==> config.mk <==
export PLATFORM = sky130hd
export DESIGN_NAME = fe_rx_path
export DESIGN_NICKNAME = d
export VERILOG_FILES = /design/src/shared/fe_pkg.sv /design/src/fe_fifo.sv /design/src/fe_rx_path.sv
export SDC_FILE = /design/constraint.sdc
export NUM_CORES = 1
export LEC_CHECK = 0
export BUFFER_PORTS_ARGS = -buffer_cell sky130_fd_sc_hd__buf_2
export CORE_AREA = 2 2 166 168
export CTS_CLUSTER_SIZE = 25
export DETAILED_ROUTE_END_ITERATION = 12
export DIE_AREA = 0 0 168 170
export PLACE_DENSITY = 0.61
export REMOVE_ABC_BUFFERS = 1
export SLEW_MARGIN = 20
export SYNTH_ARGS = -nofsm -noshare
export SYNTH_HDL_FRONTEND = slang
export SYNTH_HIERARCHICAL = 1
export SYNTH_SLANG_ARGS = --single-unit
==> constraint.sdc <==
create_clock -name clk -period 2.95 [get_ports clk]
set_input_delay 0.59 -clock clk [delete_from_list [all_inputs] [get_ports clk]]
set_output_delay 0.59 -clock clk [all_outputs]
set_load 0.01 [all_outputs]
==> src/shared/fe_pkg.sv <==
// Purpose: Shared types and constants for the 100 Mb/s receive coding path
// Assumes: One system clock at 20 MHz, one line bit per sym_valid strobe
// Notes:   Every figure used by more than one file lives here
`default_nettype none

package fe_pkg;

	// ====================================================================
	// Clock and timing
	localparam int CLK_MHZ = 20; // System clock rate
	localparam int HOLD_US = 722; // Descrambler hold countdown
	localparam int HOLD_CYC = HOLD_US * CLK_MHZ; // Countdown in cycles
	localparam int LINK_US = 395; // Signal detect qualification
	localparam int LINK_CYC = LINK_US * CLK_MHZ; // Qualification in cycles
	localparam int SD_QUAL_NS = 2000; // Least energy run counted as signal
	localparam int SD_QUAL_CYC = (SD_QUAL_NS * CLK_MHZ + 999) / 1000; // Rounded up

	// ====================================================================
	// Descrambler
	localparam int SYM_BITS = 5; // Bits per code-group
	localparam int IDLE_SYNC_GROUPS = 12; // Idle groups needed for lock
	localparam logic [6:0] IDLE_SYNC_BITS = 7'(IDLE_SYNC_GROUPS * SYM_BITS);
	localparam logic [6:0] IDLE_HOLD_BITS = 7'h3a; // 58 bit times of idle
	localparam int LFSR_W = 11; // Sequence generator length
	localparam int LFSR_TAP = 8; // Feedback tap two below the top stage

	// ====================================================================
	// Code-groups and nibbles
	localparam logic [4:0] CODE_I = 5'h1f; // Idle
	localparam logic [4:0] CODE_J = 5'h18; // First start delimiter
	localparam logic [4:0] CODE_K = 5'h11; // Second start delimiter
	localparam logic [4:0] CODE_T = 5'h0d; // First end delimiter
	localparam logic [4:0] CODE_R = 5'h07; // Second end delimiter
	localparam logic [9:0] JK_PAIR = 10'h311; // J then K, first bit left
	localparam logic [3:0] PRE_NIB = 4'h5; // Preamble nibble
	localparam logic [3:0] ERR_NIB = 4'he; // Nibble shown with an error
	localparam int FIFO_DEPTH = 32; // Nibble buffer depth

	// ====================================================================
	// Types
	typedef enum logic [1:0] {
		LVL_ZERO = 2'b00,
		LVL_POS = 2'b01,
		LVL_NEG = 2'b11
	} fe_lvl_t; // Three-level line symbol

	typedef struct packed {
		logic er; // Receive error with this nibble
		logic [3:0] nib; // Nibble data
	} fe_nib_t;

	typedef enum logic [1:0] {
		ST_IDLE = 2'b00,
		ST_PRE2 = 2'b01,
		ST_DATA = 2'b10,
		ST_END = 2'b11
	} fe_dec_st_t;

	// Data code-group to nibble, top bit says the group is data
	function automatic logic [4:0] fe_dec5(input logic [4:0] g);
		logic [4:0] r;
		r = 5'h00;
		case (g)
			5'h1e: r = 5'h10;
			5'h09: r = 5'h11;
			5'h14: r = 5'h12;
			5'h15: r = 5'h13;
			5'h0a: r = 5'h14;
			5'h0b: r = 5'h15;
			5'h0e: r = 5'h16;
			5'h0f: r = 5'h17;
			5'h12: r = 5'h18;
			5'h13: r = 5'h19;
			5'h16: r = 5'h1a;
			5'h17: r = 5'h1b;
			5'h1a: r = 5'h1c;
			5'h1b: r = 5'h1d;
			5'h1c: r = 5'h1e;
			5'h1d: r = 5'h1f;
			default: r = 5'h00;
		endcase
		return r;
	endfunction : fe_dec5

endpackage : fe_pkg

`default_nettype wire

==> src/fe_fifo.sv <==
// Purpose: Nibble buffer between the decoder and the MII side
// Assumes: Same clock both sides, synchronous active-low reset copy
// Notes:   Read data comes from a register; holds DEPTH plus one words
`default_nettype none

module fe_fifo #(
	parameter int W = 5,
	parameter int DEPTH = 32
) (
	input wire logic clk,
	input wire logic rst_n,
	input wire logic in_valid,
	output logic in_ready,
	input wire logic [W-1:0] in_data,
	output logic out_valid,
	input wire logic out_ready,
	output logic [W-1:0] out_data
);

	localparam int AW = $clog2(DEPTH);

	// ====================================================================
	// Storage and pointers
	logic [W-1:0] mem [DEPTH]; // Word store
	logic [AW:0] wr_q, wr_d; // Write pointer with wrap bit
	logic [AW:0] rd_q, rd_d; // Read pointer with wrap bit
	logic ov_q, ov_d; // Output register holds a word
	logic [W-1:0] od_q; // Output register
	logic empty; // Store empty
	logic full; // Store full
	logic push; // Word accepted
	logic load; // Output register refilled

	// Flags and pointer moves
	always_comb
	begin
		empty = (wr_q == rd_q);
		full = (wr_q[AW] != rd_q[AW]) && (wr_q[AW-1:0] == rd_q[AW-1:0]);
		in_ready = !full;
		push = in_valid && !full;
		load = !empty && (!ov_q || out_ready);
		wr_d = push ? wr_q + 1'b1 : wr_q;
		rd_d = load ? rd_q + 1'b1 : rd_q;
		if (load)
			ov_d = 1'b1;
		else if (out_ready)
			ov_d = 1'b0;
		else
			ov_d = ov_q;
	end

	// Registers; reset clears pointers and output register, store content is don't-care
	always_ff @(posedge clk)
	begin
		if (!rst_n)
		begin
			wr_q <= '0;
			rd_q <= '0;
			ov_q <= 1'b0;
			od_q <= '0;
		end
		else
		begin
			wr_q <= wr_d;
			rd_q <= rd_d;
			ov_q <= ov_d;
			if (load)
				od_q <= mem[rd_q[AW-1:0]];
		end
	end

	// Memory write port
	always_ff @(posedge clk)
	begin
		if (push)
			mem[wr_q[AW-1:0]] <= in_data;
	end

	assign out_valid = ov_q;
	assign out_data = od_q;

endmodule : fe_fifo

`default_nettype wire

==> src/fe_rx_path.sv <==
// Purpose: 100 Mb/s receive path from equalized line symbols to MII nibbles
// Assumes: Line symbols arrive on clk with sym_valid, one bit time each
// Notes:   Energy and bypass inputs are pins and are synchronised first
`default_nettype none

// Notes on behaviour
// - Three-level symbols become NRZI bits
// - NRZI change means one, gives NRZ
// - Serial bits grouped into five-bit symbols
// - Local sequence XORed with scrambled bits
// - Twelve idle groups give descrambler lock
// - Lock starts hold timer; 58 idle bits restart
// - Hold expiry drops lock and resets descrambler
// - Aligner fed by descrambler or bypass NRZ
// - J/K pair fixes the five-bit boundary
// - J/K after idle becomes two preamble nibbles
// - Decode until T/R or two idles
// - Link up after 395 us steady detect
// - Link pulses never raise signal detect
// - Eleven-bit closed-loop sequence generator
// - Standard map; unlisted groups invalid
// - Control groups in data flagged with error
module fe_rx_path
	import fe_pkg::*;
#(
	parameter logic [15:0] HOLD_CYC_P = 16'(fe_pkg::HOLD_CYC),
	parameter logic [15:0] LINK_CYC_P = 16'(fe_pkg::LINK_CYC),
	parameter int DEPTH = fe_pkg::FIFO_DEPTH
) (
	input wire logic clk,
	input wire logic rstn,
	input wire logic sym_valid,
	input wire fe_pkg::fe_lvl_t sym_level,
	input wire logic sig_energy,
	input wire logic descr_bypass,
	input wire logic mii_ready,
	output logic mii_rx_dv,
	output logic [3:0] mii_rxd,
	output logic mii_rx_er,
	output logic rx_active,
	output logic signal_detect,
	output logic link_up,
	output logic tx_pcs_en,
	output logic rx_pcs_en,
	output logic descr_locked,
	output logic rx_overflow
);

	// ====================================================================
	// Reset release and pin synchronisers
	logic rst_meta_q, rst_n; // Reset release pair
	logic sd_meta_q, sd_sync_q; // Energy pin pair
	logic byp_meta_q, byp_sync_q; // Bypass pin pair

	// Async assert, clocked release
	always_ff @(posedge clk or negedge rstn)
	begin
		if (!rstn)
		begin
			rst_meta_q <= 1'b0;
			rst_n <= 1'b0;
			sd_meta_q <= 1'b0;
			sd_sync_q <= 1'b0;
			byp_meta_q <= 1'b0;
			byp_sync_q <= 1'b0;
		end
		else
		begin
			rst_meta_q <= 1'b1;
			rst_n <= rst_meta_q;
			sd_meta_q <= sig_energy;
			sd_sync_q <= sd_meta_q;
			byp_meta_q <= descr_bypass;
			byp_sync_q <= byp_meta_q;
		end
	end

	// ====================================================================
	// Signal detect filter and link monitor
	logic [5:0] sdc_q, sdc_d; // Continuous energy run length
	logic sd_ok_q, sd_ok_d; // Qualified signal detect
	logic [15:0] lnk_q, lnk_d; // Qualification counter
	logic link_q, link_d; // Link up

	// Short bursts such as link pulses never fill the run counter
	always_comb
	begin
		sdc_d = sdc_q;
		sd_ok_d = 1'b0;
		if (!sd_sync_q)
			sdc_d = '0;
		else if (sdc_q != 6'(SD_QUAL_CYC - 1))
			sdc_d = sdc_q + 6'h01;
		else
			sd_ok_d = 1'b1;
		lnk_d = '0;
		link_d = 1'b0;
		if (sd_ok_q)
		begin
			// Counts only while detect holds; any drop restarts it
			link_d = link_q || (lnk_q == LINK_CYC_P - 16'h0001);
			lnk_d = link_d ? lnk_q : lnk_q + 16'h0001;
		end
	end

	always_ff @(posedge clk)
	begin
		if (!rst_n)
		begin
			sdc_q <= '0;
			sd_ok_q <= 1'b0;
			lnk_q <= '0;
			link_q <= 1'b0;
		end
		else
		begin
			sdc_q <= sdc_d;
			sd_ok_q <= sd_ok_d;
			lnk_q <= lnk_d;
			link_q <= link_d;
		end
	end

	// ====================================================================
	// MLT-3 to NRZI to NRZ
	fe_lvl_t lvl_q, lvl_d; // Last line level
	logic nrzi_q, nrzi_d; // NRZI bit
	logic nrzi_p_q, nrzi_p_d; // Previous NRZI bit
	logic b1_v_q; // NRZ bit valid
	logic nrz; // NRZ bit

	always_comb
	begin
		lvl_d = lvl_q;
		nrzi_d = nrzi_q;
		nrzi_p_d = nrzi_p_q;
		if (sym_valid)
		begin
			lvl_d = sym_level;
			nrzi_d = nrzi_q ^ (sym_level != lvl_q);
			nrzi_p_d = nrzi_q;
		end
		nrz = nrzi_q ^ nrzi_p_q;
	end

	always_ff @(posedge clk)
	begin
		if (!rst_n)
		begin
			lvl_q <= LVL_ZERO;
			nrzi_q <= 1'b0;
			nrzi_p_q <= 1'b0;
			b1_v_q <= 1'b0;
		end
		else
		begin
			lvl_q <= lvl_d;
			nrzi_q <= nrzi_d;
			nrzi_p_q <= nrzi_p_d;
			b1_v_q <= sym_valid && link_q;
		end
	end

	// ====================================================================
	// Descrambler with idle acquisition and hold timer
	logic [LFSR_W-1:0] lfsr_q, lfsr_d; // Sequence generator
	logic lock_q, lock_d; // Synchronised
	logic [6:0] ones_q, ones_d; // Run of descrambled ones
	logic [15:0] hold_q, hold_d; // Hold countdown
	logic seq; // Sequence bit for this position
	logic ud; // Descrambled bit

	always_comb
	begin
		seq = lfsr_q[LFSR_W-1] ^ lfsr_q[LFSR_TAP];
		ud = nrz ^ seq;
		lfsr_d = lfsr_q;
		lock_d = lock_q;
		ones_d = ones_q;
		hold_d = hold_q;
		if (lock_q)
			hold_d = hold_q - 16'h0001;
		if (b1_v_q)
		begin
			ones_d = ud ? ((ones_q == 7'h7f) ? ones_q : ones_q + 7'h01) : 7'h00;
			if (!lock_q)
			begin
				// Idle is all ones, so the line bit inverted is the sequence
				lfsr_d = {lfsr_q[LFSR_W-2:0], ~nrz};
				if (ud && ones_q == IDLE_SYNC_BITS - 7'h01)
				begin
					lock_d = 1'b1;
					hold_d = HOLD_CYC_P - 16'h0001;
				end
			end
			else
			begin
				lfsr_d = {lfsr_q[LFSR_W-2:0], seq};
				// Any idle bit past the threshold restarts it, so steady idle keeps lock
				if (ud && ones_q >= IDLE_HOLD_BITS - 7'h01)
					hold_d = HOLD_CYC_P - 16'h0001;
			end
		end
		if (lock_q && hold_q == 16'h0000)
		begin
			lock_d = 1'b0;
			lfsr_d = '0;
			ones_d = '0;
			hold_d = '0;
		end
	end

	always_ff @(posedge clk)
	begin
		if (!rst_n || !link_q)
		begin
			lfsr_q <= '0;
			lock_q <= 1'b0;
			ones_q <= '0;
			hold_q <= '0;
		end
		else
		begin
			lfsr_q <= lfsr_d;
			lock_q <= lock_d;
			ones_q <= ones_d;
			hold_q <= hold_d;
		end
	end

	// ====================================================================
	// Serial to parallel and code-group alignment
	logic [14:0] win_q, win_d; // Last fifteen bits, oldest left; top group is pre-J
	logic [2:0] bc_q, bc_d; // Bit position in group
	logic al_q, al_d; // Boundary fixed by J/K
	logic gv_q, gv_d; // Group strobe
	logic [4:0] grp_q, grp_d; // Latest group
	logic gjk_q, gjk_d; // Group closes a J/K pair
	logic sv; // Selected bit valid
	logic sb; // Selected bit
	logic jk_hit; // J/K seen in the window

	always_comb
	begin
		sv = byp_sync_q ? b1_v_q : (b1_v_q && lock_q);
		sb = byp_sync_q ? nrz : ud;
		win_d = sv ? {win_q[13:0], sb} : win_q;
		jk_hit = sv && (win_d[9:0] == JK_PAIR);
		bc_d = bc_q;
		al_d = al_q || jk_hit;
		gv_d = 1'b0;
		grp_d = grp_q;
		gjk_d = 1'b0;
		if (sv)
		begin
			// Boundary restarts on the pair and then stays fixed
			bc_d = (jk_hit || bc_q == 3'h4) ? 3'h0 : bc_q + 3'h1;
			gv_d = jk_hit || (bc_q == 3'h4);
			grp_d = win_d[4:0];
			// Idle test is bit-exact, so it holds before any boundary is known
			gjk_d = jk_hit && (win_d[14:10] == CODE_I);
		end
	end

	always_ff @(posedge clk)
	begin
		if (!rst_n || !link_q || !(lock_q || byp_sync_q))
		begin
			win_q <= '0;
			bc_q <= '0;
			al_q <= 1'b0;
			gv_q <= 1'b0;
			grp_q <= '0;
			gjk_q <= 1'b0;
		end
		else
		begin
			win_q <= win_d;
			bc_q <= bc_d;
			al_q <= al_d;
			gv_q <= gv_d;
			grp_q <= grp_d;
			gjk_q <= gjk_d;
		end
	end

	// ====================================================================
	// Decoder state machine
	fe_dec_st_t st_q, st_d; // Decoder state
	logic isn_q, isn_d; // Idle seen before the pair
	logic ov_q, ov_d; // Sticky overflow
	logic push_v; // Nibble offered to buffer
	fe_nib_t push_data; // Nibble offered
	logic in_ready; // Buffer has room
	logic [4:0] dcd; // Lookup result
	fe_nib_t out_data; // Buffer head

	always_comb
	begin
		st_d = st_q;
		isn_d = isn_q;
		push_v = 1'b0;
		push_data = '{er: 1'b0, nib: PRE_NIB};
		dcd = fe_dec5(grp_q);
		case (st_q)
			ST_IDLE:
			begin
				if (gv_q)
					isn_d = (grp_q == CODE_I) || (gjk_q ? 1'b0 : isn_q && grp_q == CODE_J);
				// Pair flag already says an idle group came just before J
				if (gv_q && gjk_q && al_q)
				begin
					push_v = 1'b1;
					st_d = ST_PRE2;
				end
			end
			ST_PRE2:
			begin
				// Second preamble nibble waits here while the buffer is full
				push_v = 1'b1;
				if (in_ready)
					st_d = ST_DATA;
			end
			ST_DATA:
			begin
				if (gv_q)
				begin
					if (grp_q == CODE_T)
						st_d = ST_END;
					else if (grp_q == CODE_I && isn_q)
						st_d = ST_IDLE;
					else
					begin
						push_v = 1'b1;
						push_data.er = !dcd[4];
						push_data.nib = dcd[4] ? dcd[3:0] : ERR_NIB;
					end
					isn_d = (grp_q == CODE_I);
				end
			end
			ST_END:
			begin
				if (gv_q)
				begin
					if (grp_q == CODE_R)
						st_d = ST_IDLE;
					else
					begin
						// Broken end pair: report the lone T as an error
						push_v = 1'b1;
						push_data = '{er: 1'b1, nib: ERR_NIB};
						st_d = ST_DATA;
					end
					isn_d = 1'b0;
				end
			end
			default:
				st_d = ST_IDLE;
		endcase
		// The line cannot be paused, so a full buffer costs a nibble
		ov_d = ov_q || (push_v && !in_ready && st_q != ST_PRE2);
	end

	always_ff @(posedge clk)
	begin
		if (!rst_n || !link_q)
		begin
			st_q <= ST_IDLE;
			isn_q <= 1'b0;
			ov_q <= 1'b0;
		end
		else
		begin
			st_q <= st_d;
			isn_q <= isn_d;
			ov_q <= ov_d;
		end
	end

	// ====================================================================
	// Nibble buffer toward the MII
	fe_fifo #(
		.W($bits(fe_nib_t)),
		.DEPTH(DEPTH)
	) u_fifo (
		.clk(clk),
		.rst_n(rst_n),
		.in_valid(push_v),
		.in_ready(in_ready),
		.in_data(push_data),
		.out_valid(mii_rx_dv),
		.out_ready(mii_ready),
		.out_data(out_data)
	);

	assign mii_rxd = out_data.nib;
	assign mii_rx_er = out_data.er && mii_rx_dv;
	assign rx_active = (st_q != ST_IDLE);
	assign signal_detect = sd_ok_q;
	assign link_up = link_q;
	assign tx_pcs_en = link_q;
	assign rx_pcs_en = link_q;
	assign descr_locked = lock_q;
	assign rx_overflow = ov_q;
endmodule : fe_rx_path

`default_nettype wire

### After elaboration in Yosys (flattened, before gate mapping)

Memories as Yosys holds them, arrays and structs flattened. A register that Yosys moved wholly into a read port is not among the register bits.
Cells that the tools add are included.
W data, S select, Z words.

| word-level totals | value |
|---|---|
| ROM bits | 160 |
| bits in registers | 113 |
| bits in writable memories | 160 |
| word-level logic and storage cells | 166 |
| input bits | 8 |
| memories kept | 2 |
| output and inout bits | 13 |

| cells by class | value |
|---|---|
| reductions and logical operators | 46 |
| mux-type cells | 48 |
| add/subtract/negate cells | 7 |
| eq/ne operators | 26 |
| bitwise operators | 6 |
| $lt $le $gt $ge | 1 |

Memory list:

| name | words | bits a word | read ports | clocked after Yosys merged registers in | write ports | line | RTL |
|---|---|---|---|---|---|---|---|
| (no name shown) | 32 | 5 | 1 | 1 | 0 | fe_pkg.sv:63 | `case (g)` |
| u_fifo.mem | 32 | 5 | 1 | 1 | 1 | fe_fifo.sv:24 | `logic [W-1:0] mem [DEPTH];` |

Operators with widths:

| cell | number |
|---|---|
| $mux W16 | 5 |
| $mux W5 | 7 |
| $mux W1 | 20 |
| $add A6 B1 Y6 const B | 3 |
| $logic_and A1 B1 Y1 | 17 |
| $add A16 B1 Y16 const B | 1 |
| $eq A16 B13 Y1 const B | 1 |
| $logic_not A16 Y1 | 1 |
| $sub A16 B1 Y16 const B | 1 |
| $eq A5 B5 Y1 const B | 3 |
| $mux W15 | 1 |
| $mux W2 | 7 |
| $mux W7 | 2 |
| $ne A2 B2 Y1 const B | 6 |
| $eq A10 B10 Y1 const B | 1 |
| $pmux W5 S2 | 1 |
| $logic_or A1 B1 Y1 | 9 |
| $logic_not A1 Y1 | 8 |
| $pmux W2 S4 | 1 |
| $add A7 B1 Y7 const B | 1 |
| $eq A7 B6 Y1 const B | 1 |
| $eq A7 B7 Y1 const B | 1 |
| $ge A7 B6 Y1 const B | 1 |
| $eq A6 B6 Y1 | 1 |
| 25 further kinds | 34 |

### Logic depth before layout (Yosys ltp)

Gate-level depths: netlist (run 1).

| logic depth | value |
|---|---|
| depth in word-level cells | 9 |
| depth in mapped cells | 10 |
| gate-level depth less buffers | 8 |

### Hierarchy

Netlist (run 1), hierarchy kept.

By module, submodules not included:

| module | seq. area each (µm²) | area an instance (µm²) | cells an instance | instances |
|---|---|---|---|---|
| fe_fifo | 5,165.0 | 7,196.9 | 412 | 1 |
| fe_rx_path | 2,112.0 | 4,644.5 | 519 | 1 |

### Worst setup path after synthesis (run 1)

Ideal clock, no wire load.

| timing | value |
|---|---|
| path type | register to register |
| start point | register grp_q[4] |
| end point | memory u_fifo.mem[0][0] (data pin) |
| stages on the path, launching flop included | 6 |
| data required time | 2,573 ps |
| setup time | 377 ps |
| clock period less this slack | 2,515 ps |
| buffers on the path | 0 |
| data arrival time | 2,138 ps |
| path slack | 435 ps |
| cell sequence | dfxtp_1 -> or2_2 -> a21oi_1 -> nor3_1 -> o21ba_2 -> a21oi_1 |

RTL lines:

| what | line | RTL |
|---|---|---|
| start, declared | fe_rx_path.sv:237 | `logic [4:0] grp_q, grp_d;` |
| start signal, assigned | fe_rx_path.sv:282 | `grp_q <= grp_d;` |
| end, declared | fe_fifo.sv:24 |  |

### Worst setup path in the final report (run 1)

| timing | value |
|---|---|
| start point | register grp_q[4] |
| end point | memory u_fifo.mem[5][4] (enable) |

| on the way | value |
|---|---|
| longest elaborated chain between the ends | 9 |
| elaborated cells on any way between the ends | 13 |
| classes of those cells | eq/ne (3); mux (8); reduce/logical (2) |

Ends and longest elaborated chain:

| what | line | RTL |
|---|---|---|
| $eq A5 B5 Y1 | fe_rx_path.sv:330 | `else if (grp_q == CODE_I && isn_q)` |
| $logic_and A1 B1 Y1 | fe_rx_path.sv:330 |  |
| $mux W1 | fe_rx_path.sv:330 |  |
| $mux W1 | fe_rx_path.sv:328 | `if (grp_q == CODE_T)` |
| $mux W1 | fe_rx_path.sv:326 | `if (gv_q)` |
| $pmux W1 S4 * | fe_rx_path.sv:305 | `case (st_q)` |
| net push_v | fe_rx_path.sv:292 | `logic push_v;` |
| $logic_and A1 B1 Y1 * | fe_fifo.sv:40 | `push = in_valid && !full;` |
| $mux W1 * | fe_fifo.sv:75 | `if (push)` |
| $mux W1 (implied by the code) * | fe_fifo.sv:76 | `mem[wr_q[AW-1:0]] <= in_data;` |

Mark *: on every way through the listed nets, which the timed path passes. The rest lies on a longest branch.

==> results.md, run 1 <==
## Status
- status: completed

## Drt
- drc violations: 0
- count of vias placed by the detailed router: 7,336
- Detailed Routing Iterations Pass 1: 5
- detailed-route wire length: 24.36 mm
- Antenna Violating Nets Remaining: 0
- initial detailed-routing violation count: 523
- Avg WL per Cell: 18.33 um
- number of vias per cell after detailed routing: 5.520

## Floorplan
- starting utilization of the core area: 0.4443
- area of the core: 26,650 um^2
- number of top-level pins: 21
- die outline width: 168 um
- area of the die: 28,560 um^2
- number of cell rows: 60
- vertical die dimension: 170 um

## Layout
- total area of multi-input combinational cells: 4270 um^2
- Cell Count, Final, Fillers Out: 1,329
- synthesis-to-finish area growth: 11.79%
- leading cell type in the layout, fill and taps excluded: sky130_fd_sc_hd__edfxtp_1
- fillcell total: 2,303
- storage element area: 7282 um^2
- Final Core Density: 0.4967
- fraction of layout cells with a size suffix above 1: 0.1437
- final-stage net count: 990
- commonest cells after routing, fill and taps aside: sky130_fd_sc_hd__edfxtp_1, sky130_fd_sc_hd__dfxtp_1, sky130_fd_sc_hd__nor2_1, sky130_fd_sc_hd__nand2_1, sky130_fd_sc_hd__mux2i_1
- diode insertion count for antenna repair: 0

## Worst setup path
- arrival time at the worst endpoint: 2.77 ns
- depth of the most critical reg-to-reg path: 7
- R2R Setup Slk: 0.37 ns
- startpoint types: flip-flop
- critical path capture point type: flip-flop
- WS Path Type: reg2reg
- maximum fanout encountered on the critical timing path: 8
- worst r2r dst: u_fifo/mem[5][4]$_DFFE_PP_
- data required time of the critical path: 3.13 ns
- reg2reg start: grp_q[4]$_SDFFE_PP0N_

## Placed design
- count of placed standard cells including taps: 1,276
- detailed placement HPWL: 16.07 mm
- pre-CTS setup slack: 0.4220 ns
- number of port buffers: 20
- weighted congestion reported at the end of routability-driven placement: 0.7885

## Run
- count of max-cap constraint violations: 0

## Clock tree
- clock transition time at the flip-flop clock pins of the worst setup and hold paths: 0.06 ns
- clock net sink count: 282
- maximum buffer depth of the clock tree: 3
- number of buffers created by CTS: 29
- TritonCTS clock tree: built
- Post CTS Setup Buffer Count: 0
- clock root cell: sky130_fd_sc_hd__clkbuf_16
- H-tree levels: 1
- Clock Latency Late Sink: 0.54 ns

## Synth
- Synth Warn #: 6
- register area share after synthesis: 0.6145
- cell count after synthesis: 931
- number of synthesized flops with an enable pin: 160
- portion of netlist area occupied by mux cells: 0.09954
- number of distinct library cells after synthesis: 77
- dominant synthesized flop cell: sky130_fd_sc_hd__edfxtp_1
- Async SR Flop Fraction: 0.02128
- Post-Synth XOR/XNOR Area: 0.03445
- synthesized-area fraction occupied by and/or/nand/nor cells: 0.1248
- Synth Area in Compound Gates: 0.08538
- mean area per synthesized cell: 12.72 um^2
- largest family of logic cells by synthesized area: simple AND/OR/NAND/NOR gates
- flip-flop and latch count after synthesis: 282
- combined area of all synthesized cells: 11,840 um^2
- Adder-Cell Fraction of Synth Area: 0.01585

## Timing
- Final setup viols: 0
- final critical-path setup slack: 0.3662 ns
- Final Hold Vio Count: 0
- final max-slew violation count: 0
- post-route clock period utilization: 0.8759
- actual slew at the worst max-slew pin: 0.7819 ns
- min cycle time layout: 2.584 ns
- tightest slew margin relative to the limit: 0.4775
- highest clock rate: 0.3870 GHz
- unrepaired setup endpoints after global routing: false
- Fin Clk Skew: 0.01622 ns

## Pwr
- total power divided by cell area: 566.1 nW/um^2
- maximum ir drop on the vdd rail: 355.3 uV
- Final Total Pwr: 7.494 mW
- Leak Pwr: 4.228 nW

## Hold path
- end of the worst hold path: sd_meta_q$_DFF_PN0_
- class of the tightest hold or removal check: in2reg
- hold_sp: sig_energy
- worst hold stages: 1

## GRT
- via count of the first global-routing pass: 7,203
- overflow left after global routing: 0
- number of antenna violations at the first check in global routing: 0
- largest net degree at the start of global routing: 43
- global routing usage summed across all routing layers: 0.1740
- first-pass GRT wire length: 39.19 mm

==> state kept, by name, indices dropped and copies added (netlist names), 2 cells and up <==
signal and cells:
hold_q 16, u_fifo/wr_q 6, lnk_q 16, u_fifo/mem 160
bc_q 3, u_fifo/rd_q 6, sdc_q 6, win_q 14
lfsr_q 11, ones_q 7, u_fifo/out_data 5, st_q 2
lvl_q 2, dcd 5, grp_q 5
==> layer usage <==
metal / GRT usage / wire length (um) / vias up
met3: 0.03465 / 1280 / 41
met1: 0.2250 / 10560 / 3582
li1: - / - / 3542
met4: 0.04537 / 540 / 0
met2: 0.3006 / 11980 / 171
met5: 0 / 0 / -
==> kinds of logic after synthesis <==
kind of cell,Yosys count
DFF,282
AOI/OAI and AO/OA,142
muxes,80
other,1
buffers and inverters,62
and+or+nand+nor,305
xor gates and xnor gates,44
adders and majority gates,15
==> worst max-delay path by stage <==
stage / startpoint / endpoint / slack [ns]
after floorplan: u_fifo/rd_q[0]$_SDFFE_PN0P_ / u_fifo/out_data[3]$_SDFFE_PN0P_ / -0.71
after global placement: grp_q[4]$_SDFFE_PP0N_ / u_fifo/mem[10][4]$_DFFE_PP_ / 0.52
after detailed placement: grp_q[4]$_SDFFE_PP0N_ / u_fifo/mem[9][2]$_DFFE_PP_ / 0.42
after CTS: grp_q[4]$_SDFFE_PP0N_ / u_fifo/mem[5][1]$_DFFE_PP_ / 0.36
after global routing: grp_q[4]$_SDFFE_PP0N_ / u_fifo/mem[5][2]$_DFFE_PP_ / 0.19
final: grp_q[4]$_SDFFE_PP0N_ / u_fifo/mem[5][4]$_DFFE_PP_ / 0.37
==> worst max-delay path, stage by stage, from the launching register on <==
cell	delay, ns
sky130_fd_sc_hd__dfxtp_1	0.43
sky130_fd_sc_hd__or2_2	0.16
sky130_fd_sc_hd__a21oi_1	0.07
sky130_fd_sc_hd__nor3_1	0.24
sky130_fd_sc_hd__a211o_1	0.18
sky130_fd_sc_hd__o31a_1	0.26
sky130_fd_sc_hd__nand2_1	0.38
sky130_fd_sc_hd__nor2_1	0.51
==> metrics by stage <==
step | hold slack [ns] | instance area, um^2 | setup TNS (ns)
2_1_floorplan | 0.2944 | 11610 | -101.89
3_3_place_gp | 0.3330 | 12370 | 0
3_5_place_dp | 0.3347 | 12370 | 0
4_1_cts | 0.1375 | 13240 | 0
5_1_grt | 0.1419 | 13240 | 0
6_report | 0.1655 | 13240 | 0
==> synth_stat cells (17+ instances only) <==
cell type | n | area share
sky130_fd_sc_hd__xnor2_1 | 22 | 0.016
sky130_fd_sc_hd__nand2_1 | 67 | 0.021
sky130_fd_sc_hd__nor2_1 | 110 | 0.035
sky130_fd_sc_hd__edfxtp_1 | 160 | 0.41
sky130_fd_sc_hd__nand3_1 | 27 | 0.011
sky130_fd_sc_hd__clkbuf_1 | 21 | 0.0067
sky130_fd_sc_hd__mux2i_1 | 48 | 0.041
sky130_fd_sc_hd__dfxtp_1 | 116 | 0.20
sky130_fd_sc_hd__mux4_2 | 30 | 0.057
sky130_fd_sc_hd__o21ai_0 | 17 | 0.0072
sky130_fd_sc_hd__xor2_1 | 19 | 0.014
sky130_fd_sc_hd__inv_1 | 19 | 0.0060
sky130_fd_sc_hd__a21oi_1 | 45 | 0.019
==> area by class of cell <==
cell class | instances | share of cell area
multi-input combinational | 587 | 0.3226
tap | 341 | 0.03223
clock inverter | 10 | 0.003592
sequential | 282 | 0.5501
inverter | 19 | 0.005388
clock buffer | 42 | 0.06153
timing repair buffer | 48 | 0.02457
==> timing repair <==
item | CTS | global route
hold buffers | 1 | 0
resized for setup | 0 | 0
endpoints found under the setup margin | 0 | 0
hold endpoints to repair | 6 | 0
==> where the power goes <==
group	internal (mW)	leakage, nW	switching, mW	total [mW]
combinational	0.0264	1.32	0.0364	0.0628
clock	1.90	0.424	1.40	3.30
sequential	4.12	2.48	0.00823	4.13
total	6.05	4.23	1.45	7.49
No activity file was read; power rests on OpenSTA's default activity.
==> inputs of run 2 (changes only) <==
- PLACE_DENSITY: 0.61 -> 0.63
- clock period: 2.95 -> 2.2 ns (I/O delays scaled with it)
==> results.md, run 2 (same netlist as run 1, synthesis figures left out) <==
## Drt
- drc violations: 0, unchanged
- Detailed Routing Iterations Pass 1: 5, unchanged
- count of vias placed by the detailed router: 7,428, +1.3%
- detailed-route wire length: 24.07 mm, -1.2%
- Antenna Violating Nets Remaining: 0, unchanged
- number of vias per cell after detailed routing: 5.390, -2.3%
- initial detailed-routing violation count: 495, -5.4%
- Avg WL per Cell: 17.46 um, -4.7%

## Floorplan
- number of top-level pins: 21, unchanged
- starting utilization of the core area: 0.4443, unchanged
- number of cell rows: 60, unchanged
- vertical die dimension: 170 um, unchanged
- area of the core: 26,650 um^2, unchanged
- area of the die: 28,560 um^2, unchanged
- die outline width: 168 um, unchanged

## Clock tree
- clock root cell: sky130_fd_sc_hd__clkbuf_16
- maximum buffer depth of the clock tree: 3, unchanged
- Post CTS Setup Buffer Count: 0, unchanged
- clock transition time at the flip-flop clock pins of the worst setup and hold paths: 0.06 ns, about the same
- H-tree levels: 1, unchanged
- number of buffers created by CTS: 29, unchanged
- TritonCTS clock tree: built
- Clock Latency Late Sink: 0.55 ns, about the same
- clock net sink count: 282, unchanged

## Worst setup path
- data required time of the critical path: 2.40 ns, -0.73 ns
- startpoint types: flip-flop
- cells along the critical path: buf_4 -> nand3_1 -> nor3_1 -> nor2_1 -> a211o_1 -> o31a_1 -> nand2_1 -> buf_4 -> nor2_1
- critical path capture point type: flip-flop
- arrival time at the worst endpoint: 2.37 ns, -0.40 ns
- WS Path Type: reg2reg
- maximum fanout encountered on the critical timing path: 8, unchanged
- Max stage delay on crit path: 0.40 ns, -0.11 ns
- cell at the slowest stage of the critical path: sky130_fd_sc_hd__nor2_1

## Timing
- final critical-path setup slack: 0.02533 ns, -0.3409 ns
- Final setup viols: 0, unchanged
- final max-slew violation count: 0, unchanged
- post-route clock period utilization: 0.9885, +0.1126
- unrepaired setup endpoints after global routing: true
- highest clock rate: 0.4598 GHz, +19%
- Fin Clk Skew: 0.01933 ns, +0.003108 ns
- actual slew at the worst max-slew pin: 0.7436 ns, -0.03826 ns
- min cycle time layout: 2.175 ns, -0.4091 ns
- tightest slew margin relative to the limit: 0.5031, +0.02556
- Final Hold Vio Count: 0, unchanged

## Pwr
- maximum ir drop on the vdd rail: 670.1 uV, +89%
- total power divided by cell area: 745.5 nW/um^2, +32%
- Final Total Pwr: 10.30 mW, +38%
- Leak Pwr: 4.512 nW, +6.7%

## Layout
- leading cell type in the layout, fill and taps excluded: sky130_fd_sc_hd__edfxtp_1
- fraction of layout cells with a size suffix above 1: 0.2025, +0.05878
- final design instance area without fill: 13,820 um^2, +4.4%
- max reg flops: 160, unchanged
- final-stage net count: 1,037, +4.7%
- commonest cells after routing, fill and taps aside: sky130_fd_sc_hd__edfxtp_1, sky130_fd_sc_hd__dfxtp_1, sky130_fd_sc_hd__nor2_1, sky130_fd_sc_hd__nand2_1, sky130_fd_sc_hd__buf_4
- synthesis-to-finish area growth: 16.73%
- diode insertion count for antenna repair: 0, unchanged
- Final Core Density: 0.5186, +0.02192

## GRT
- number of antenna violations at the first check in global routing: 0, unchanged
- first-pass GRT wire length: 38.53 mm, -1.7%
- largest net degree at the start of global routing: 33, -23%
- overflow left after global routing: 0, unchanged
- global routing usage summed across all routing layers: 0.1701, -0.003889
- via count of the first global-routing pass: 7,252, +0.68%

## Run
- count of max-cap constraint violations: 0, unchanged

## Status
- status: completed

## Placed design
- Placement Cell Area: 12,760 um^2, +3.2%
- pre-CTS setup slack: -0.01424 ns, -0.4362 ns
- weighted congestion reported at the end of routability-driven placement: 0.7689, -2.5%
- number of port buffers: 20, unchanged
- detailed placement HPWL: 16.32 mm, +1.6%

## Hold path
- class of the tightest hold or removal check: in2reg

[run 2: changes by cell type in the layout (fill, tap and decap cells not counted), sizes merged]
cell / previous run / this run
buf: 47 / 92
clkbuf: 42 / 52
clkinv: 10 / 1
dlygate4sd3: 1 / 3
inv: 19 / 20
[run 2: path summary, 6_finish.rpt]
| kind | from | endpoint | slack (ns) | depth (start not counted) |
|---|---|---|---|---|
| setup / recovery | grp_q[1]$_SDFFE_PP0N_ | u_fifo/mem[4][2]$_DFFE_PP_ | 0.03 | 9 |
| hold / removal | sym_level[1] | lvl_q[1]$_SDFFE_PN0P_ | 0.19 | 3 |
| setup reg to reg | grp_q[1]$_SDFFE_PP0N_ | u_fifo/mem[4][2]$_DFFE_PP_ | 0.03 | 9 |
| hold reg to reg | sd_meta_q$_DFF_PN0_ | sd_sync_q$_DFF_PN0_ | 0.35 | 0 |
| max in group asynchronous | rstn | byp_sync_q$_DFF_PN0_ | 1.83 | 2 |
| min in group asynchronous | rstn | sd_sync_q$_DFF_PN0_ | 0.24 | 2 |
[run 2: timing repair]
action | 4_1_cts | 5_1_grt
setup endpoints to repair | 5 | 167
pin swaps | 0 | 2
hold endpoints to repair | 8 | 0
gates cloned | 0 | 1
hold buffers | 3 | 0
gates resized for setup | 1 | 29
[run 2: metrics by stage]
| step | TNS, ns | hold WS [ns] | instances |
|---|---|---|---|
| after global placement | 0 | 0.2664 | 1320 |
| after CTS | 0 | 0.1656 | 1377 |
| after floorplan | -261.33 | 0.1444 | 888 |
| after global routing | -4.198 | 0.1929 | 1378 |
| final | 0 | 0.1877 | 1378 |
| after detailed placement | -0.07060 | 0.2658 | 1320 |
[run 2: per-layer routing]
metal / track usage / share of wire / vias up
met4: 0.04423 / 0.026 / 0
li1: - / - / 3631
met1: 0.2294 / 0.45 / 3612
met2: 0.2911 / 0.48 / 142
met5: 0 / 0 / -
met3: 0.02326 / 0.042 / 43
[run 2: final cells by class]
type,instances,area [um^2]
clock inverter,2,25.02
sequential,282,7282
timing repair buffer,95,747.0
clock buffer,52,902.1
tap,341,426.7
fill,2278,12830
inverter,19,71.32
multi-input combinational,587,4368
[run 2: critical path, delay by kind of cell (launching register included)]
kind | cells | cell delay, ns
AOI/OAI and AO/OA | 2 | 0.39
buffers and inverters | 2 | 0.32
DFF | 1 | 0.32
and+or+nand+nor | 5 | 0.81
[run 2: where the power goes]
part	internal, mW	switching (mW)	total [mW]
Clock	2.76	1.92	4.67
Combinational	0.0432	0.0510	0.0943
Sequential	5.53	0.0111	5.54
Total	8.32	1.98	10.3
==> inputs of run 3 (changes only) <==
- CAP_MARGIN: not set -> 15
- SYNTH_HIERARCHICAL: 1 -> not set
==> results.md, run 3 <==
## Drt
- detailed-route wire length: 24.12 mm, +0.21%
- initial detailed-routing violation count: 543, +9.7%
- count of vias placed by the detailed router: 7,547, +1.6%
- number of vias per cell after detailed routing: 5.395, about the same
- Antenna Violating Nets Remaining: 0, unchanged
- drc violations: 0, unchanged
- Avg WL per Cell: 17.24 um, -1.3%
- Detailed Routing Iterations Pass 1: 5, unchanged

## Synth
- cell count after synthesis: 964, +3.5%
- combined area of all synthesized cells: 11,880 um^2, +0.32%
- flip-flop and latch count after synthesis: 282, unchanged
- library cell with the largest summed area after synthesis: sky130_fd_sc_hd__edfxtp_1
- Async SR Flop Fraction: 0.02128, unchanged
- Synth Warn #: 0, -6
- top post-synthesis cells by area: sky130_fd_sc_hd__edfxtp_1, sky130_fd_sc_hd__dfxtp_1, sky130_fd_sc_hd__mux2i_1, sky130_fd_sc_hd__mux4_2, sky130_fd_sc_hd__nor2_1
- Synth top cells by count: sky130_fd_sc_hd__edfxtp_1, sky130_fd_sc_hd__dfxtp_1, sky130_fd_sc_hd__nor2_1
- number of distinct library cells after synthesis: 64, -17%
- number of synthesized flops with an enable pin: 160, unchanged
- mean area per synthesized cell: 12.32 um^2, -3.1%
- dominant synthesized flop cell: sky130_fd_sc_hd__edfxtp_1
- register area share after synthesis: 0.6126, -0.001942
- area fraction of the dominant cell type after synthesis: 0.4045, -0.001282
- most common cell in the netlist: sky130_fd_sc_hd__edfxtp_1

## GRT
- largest net degree at the start of global routing: 36, +9.1%
- first-pass GRT wire length: 38.70 mm, +0.43%
- global routing usage summed across all routing layers: 0.1692, -0.0008259
- number of antenna violations at the first check in global routing: 0, unchanged
- overflow left after global routing: 0, unchanged
- via count of the first global-routing pass: 7,321, +0.95%

## Layout
- final-stage net count: 1,061, +2.3%
- final design instance area without fill: 13,760 um^2, -0.43%
- diode insertion count for antenna repair: 0, unchanged
- fraction of layout cells with a size suffix above 1: 0.1834, -0.01914
- total area of multi-input combinational cells: 4378 um^2, +0.23%
- leading cell type in the layout, fill and taps excluded: sky130_fd_sc_hd__edfxtp_1
- max reg flops: 160, unchanged
- commonest cells after routing, fill and taps aside: sky130_fd_sc_hd__edfxtp_1, sky130_fd_sc_hd__dfxtp_1, sky130_fd_sc_hd__nor2_1, sky130_fd_sc_hd__nand2_1
- fillcell total: 2,290, +0.53%
- synthesis-to-finish area growth: 15.85%
- storage element area: 7279 um^2, about the same
- Cell Count, Final, Fillers Out: 1,399, +1.5%

## Clock tree
- clock net sink count: 282, unchanged
- clock transition time at the flip-flop clock pins of the worst setup and hold paths: 0.06 ns, about the same
- number of buffers created by CTS: 29, unchanged
- maximum buffer depth of the clock tree: 3, unchanged
- Clock Latency Late Sink: 0.56 ns, about the same
- H-tree levels: 1, unchanged
- TritonCTS clock tree: built
- clock root cell: sky130_fd_sc_hd__clkbuf_16

## Pwr
- total power divided by cell area: 743.5 nW/um^2, -0.26%
- Leak Pwr: 4.638 nW, +2.8%
- Final Total Pwr: 10.23 mW, -0.70%
- maximum ir drop on the vdd rail: 542.6 uV, -19%

## Floorplan
- number of top-level pins: 21, unchanged
- area of the die: 28,560 um^2, unchanged
- starting utilization of the core area: 0.4457, +0.001408
- number of cell rows: 60, unchanged
- area of the core: 26,650 um^2, unchanged
- vertical die dimension: 170 um, unchanged
- die outline width: 168 um, unchanged

## Placed design
- count of placed standard cells including taps: 1,344, +1.8%
- number of port buffers: 20, unchanged
- pre-CTS setup slack: -0.009498 ns, +0.004747 ns
- weighted congestion reported at the end of routability-driven placement: 0.7642, -0.61%
- Placement Cell Area: 12,760 um^2, about the same
- detailed placement HPWL: 16.18 mm, -0.87%

## Timing
- Final Hold Vio Count: 0, unchanged
- min cycle time layout: 2.099 ns, -0.07529 ns
- unrepaired setup endpoints after global routing: true
- post-route clock period utilization: 0.9543, -0.03422
- Post-Route Hold Slack: 0.2135 ns, +0.02585 ns
- Fin Clk Skew: 0.01821 ns, -0.001116 ns
- final critical-path setup slack: 0.1006 ns, +0.07529 ns
- Final setup viols: 0, unchanged
- tightest slew margin relative to the limit: 0.5836, +0.08052
- actual slew at the worst max-slew pin: 0.6231 ns, -0.1206 ns
- highest clock rate: 0.4763 GHz, +3.6%
- final max-slew violation count: 0, unchanged

## Worst setup path
- depth of the most critical reg-to-reg path: 6, -3
- critical path capture point type: flip-flop
- arrival time at the worst endpoint: 2.52 ns, +0.15 ns
- startpoint types: flip-flop
- WS Path Type: reg2reg
- data required time of the critical path: 2.62 ns, +0.22 ns
- maximum fanout encountered on the critical timing path: 17, +9

## Hold path
- worst hold stages: 3, unchanged
- class of the tightest hold or removal check: in2reg

## Status
- status: completed

## Run
- count of max-cap constraint violations: 0, unchanged

==> run 3: stage by stage <==
step	setup TNS, ns	util
CTS	0	0.5135
finish	0	0.5164
global route	-0.005747	0.5164
global placement	0	0.4786
detailed placement	-0.009897	0.4786
floorplan	-206.46	-
==> run 3: final timing paths <==
path                            slack (ns)                   from                endpoint
min in group asynchronous             0.24                   rstn     sd_meta_q$_DFF_PN0_
max in group asynchronous             1.83                   rstn    byp_meta_q$_DFF_PN0_
worst min-delay path                  0.21           sym_level[1]   lvl_q[1]$_SDFFE_PN0P_
worst max-delay path                  0.10  hold_q[10]$_SDFF_PP0_  lfsr_q[0]$_SDFFE_PP0P_
worst min register to register        0.35   rst_meta_q$_DFF_PN0_         rst_n$_DFF_PN0_
worst max register to register        0.10  hold_q[10]$_SDFF_PP0_  lfsr_q[0]$_SDFFE_PP0P_
==> run 3: kinds of logic after synthesis <==
kind of cell	after synthesis	share of synthesized area
buf+inv	71	0.02591
flops	282	0.6126
compound gates	148	0.08311
simple gates	312	0.1258
other cells	1	0.0003157
mux	94	0.1063
xor+xnor	41	0.03023
fa+ha+maj	15	0.01580
==> run 3: worst max-delay path: stages, from the launching register on <==
cell and delay, ns:
sky130_fd_sc_hd__dfxtp_1 0.32, sky130_fd_sc_hd__or4_4 0.53, sky130_fd_sc_hd__or4_4 0.47, sky130_fd_sc_hd__o41ai_4 0.26
sky130_fd_sc_hd__buf_4 0.21, sky130_fd_sc_hd__buf_12 0.14, sky130_fd_sc_hd__a211oi_1 0.05
==> run 3: repair_timing <==
action                                 CTS  global route
endpoints found under the hold margin    8             0
gates resized for setup                  0            25
pin swaps                                1             0
hold buffers                             3             0
buffers inserted                         1             0
setup endpoints to repair                5           115
==> run 3: layer usage <==
metal  wire length (um)  GRT usage
met5                  0          0
met4                385    0.03327
met3                960    0.02581
met2              11850     0.2975
met1              10920     0.2240
==> run 3: power by group <==
part / switching (mW) / internal (mW)
registers: 0.0100 / 5.53
logic: 0.0497 / 0.0377
clock network: 1.97 / 2.64
==> run 3: final cells by class <==
type	instances	share of cell area
flip-flops and latches	282	0.5290
multi-input cells	611	0.3181
clock buffers	38	0.05746
repair buffers	90	0.05055
well taps	341	0.03100
clock inverters	13	0.007364
inverters	24	0.006546
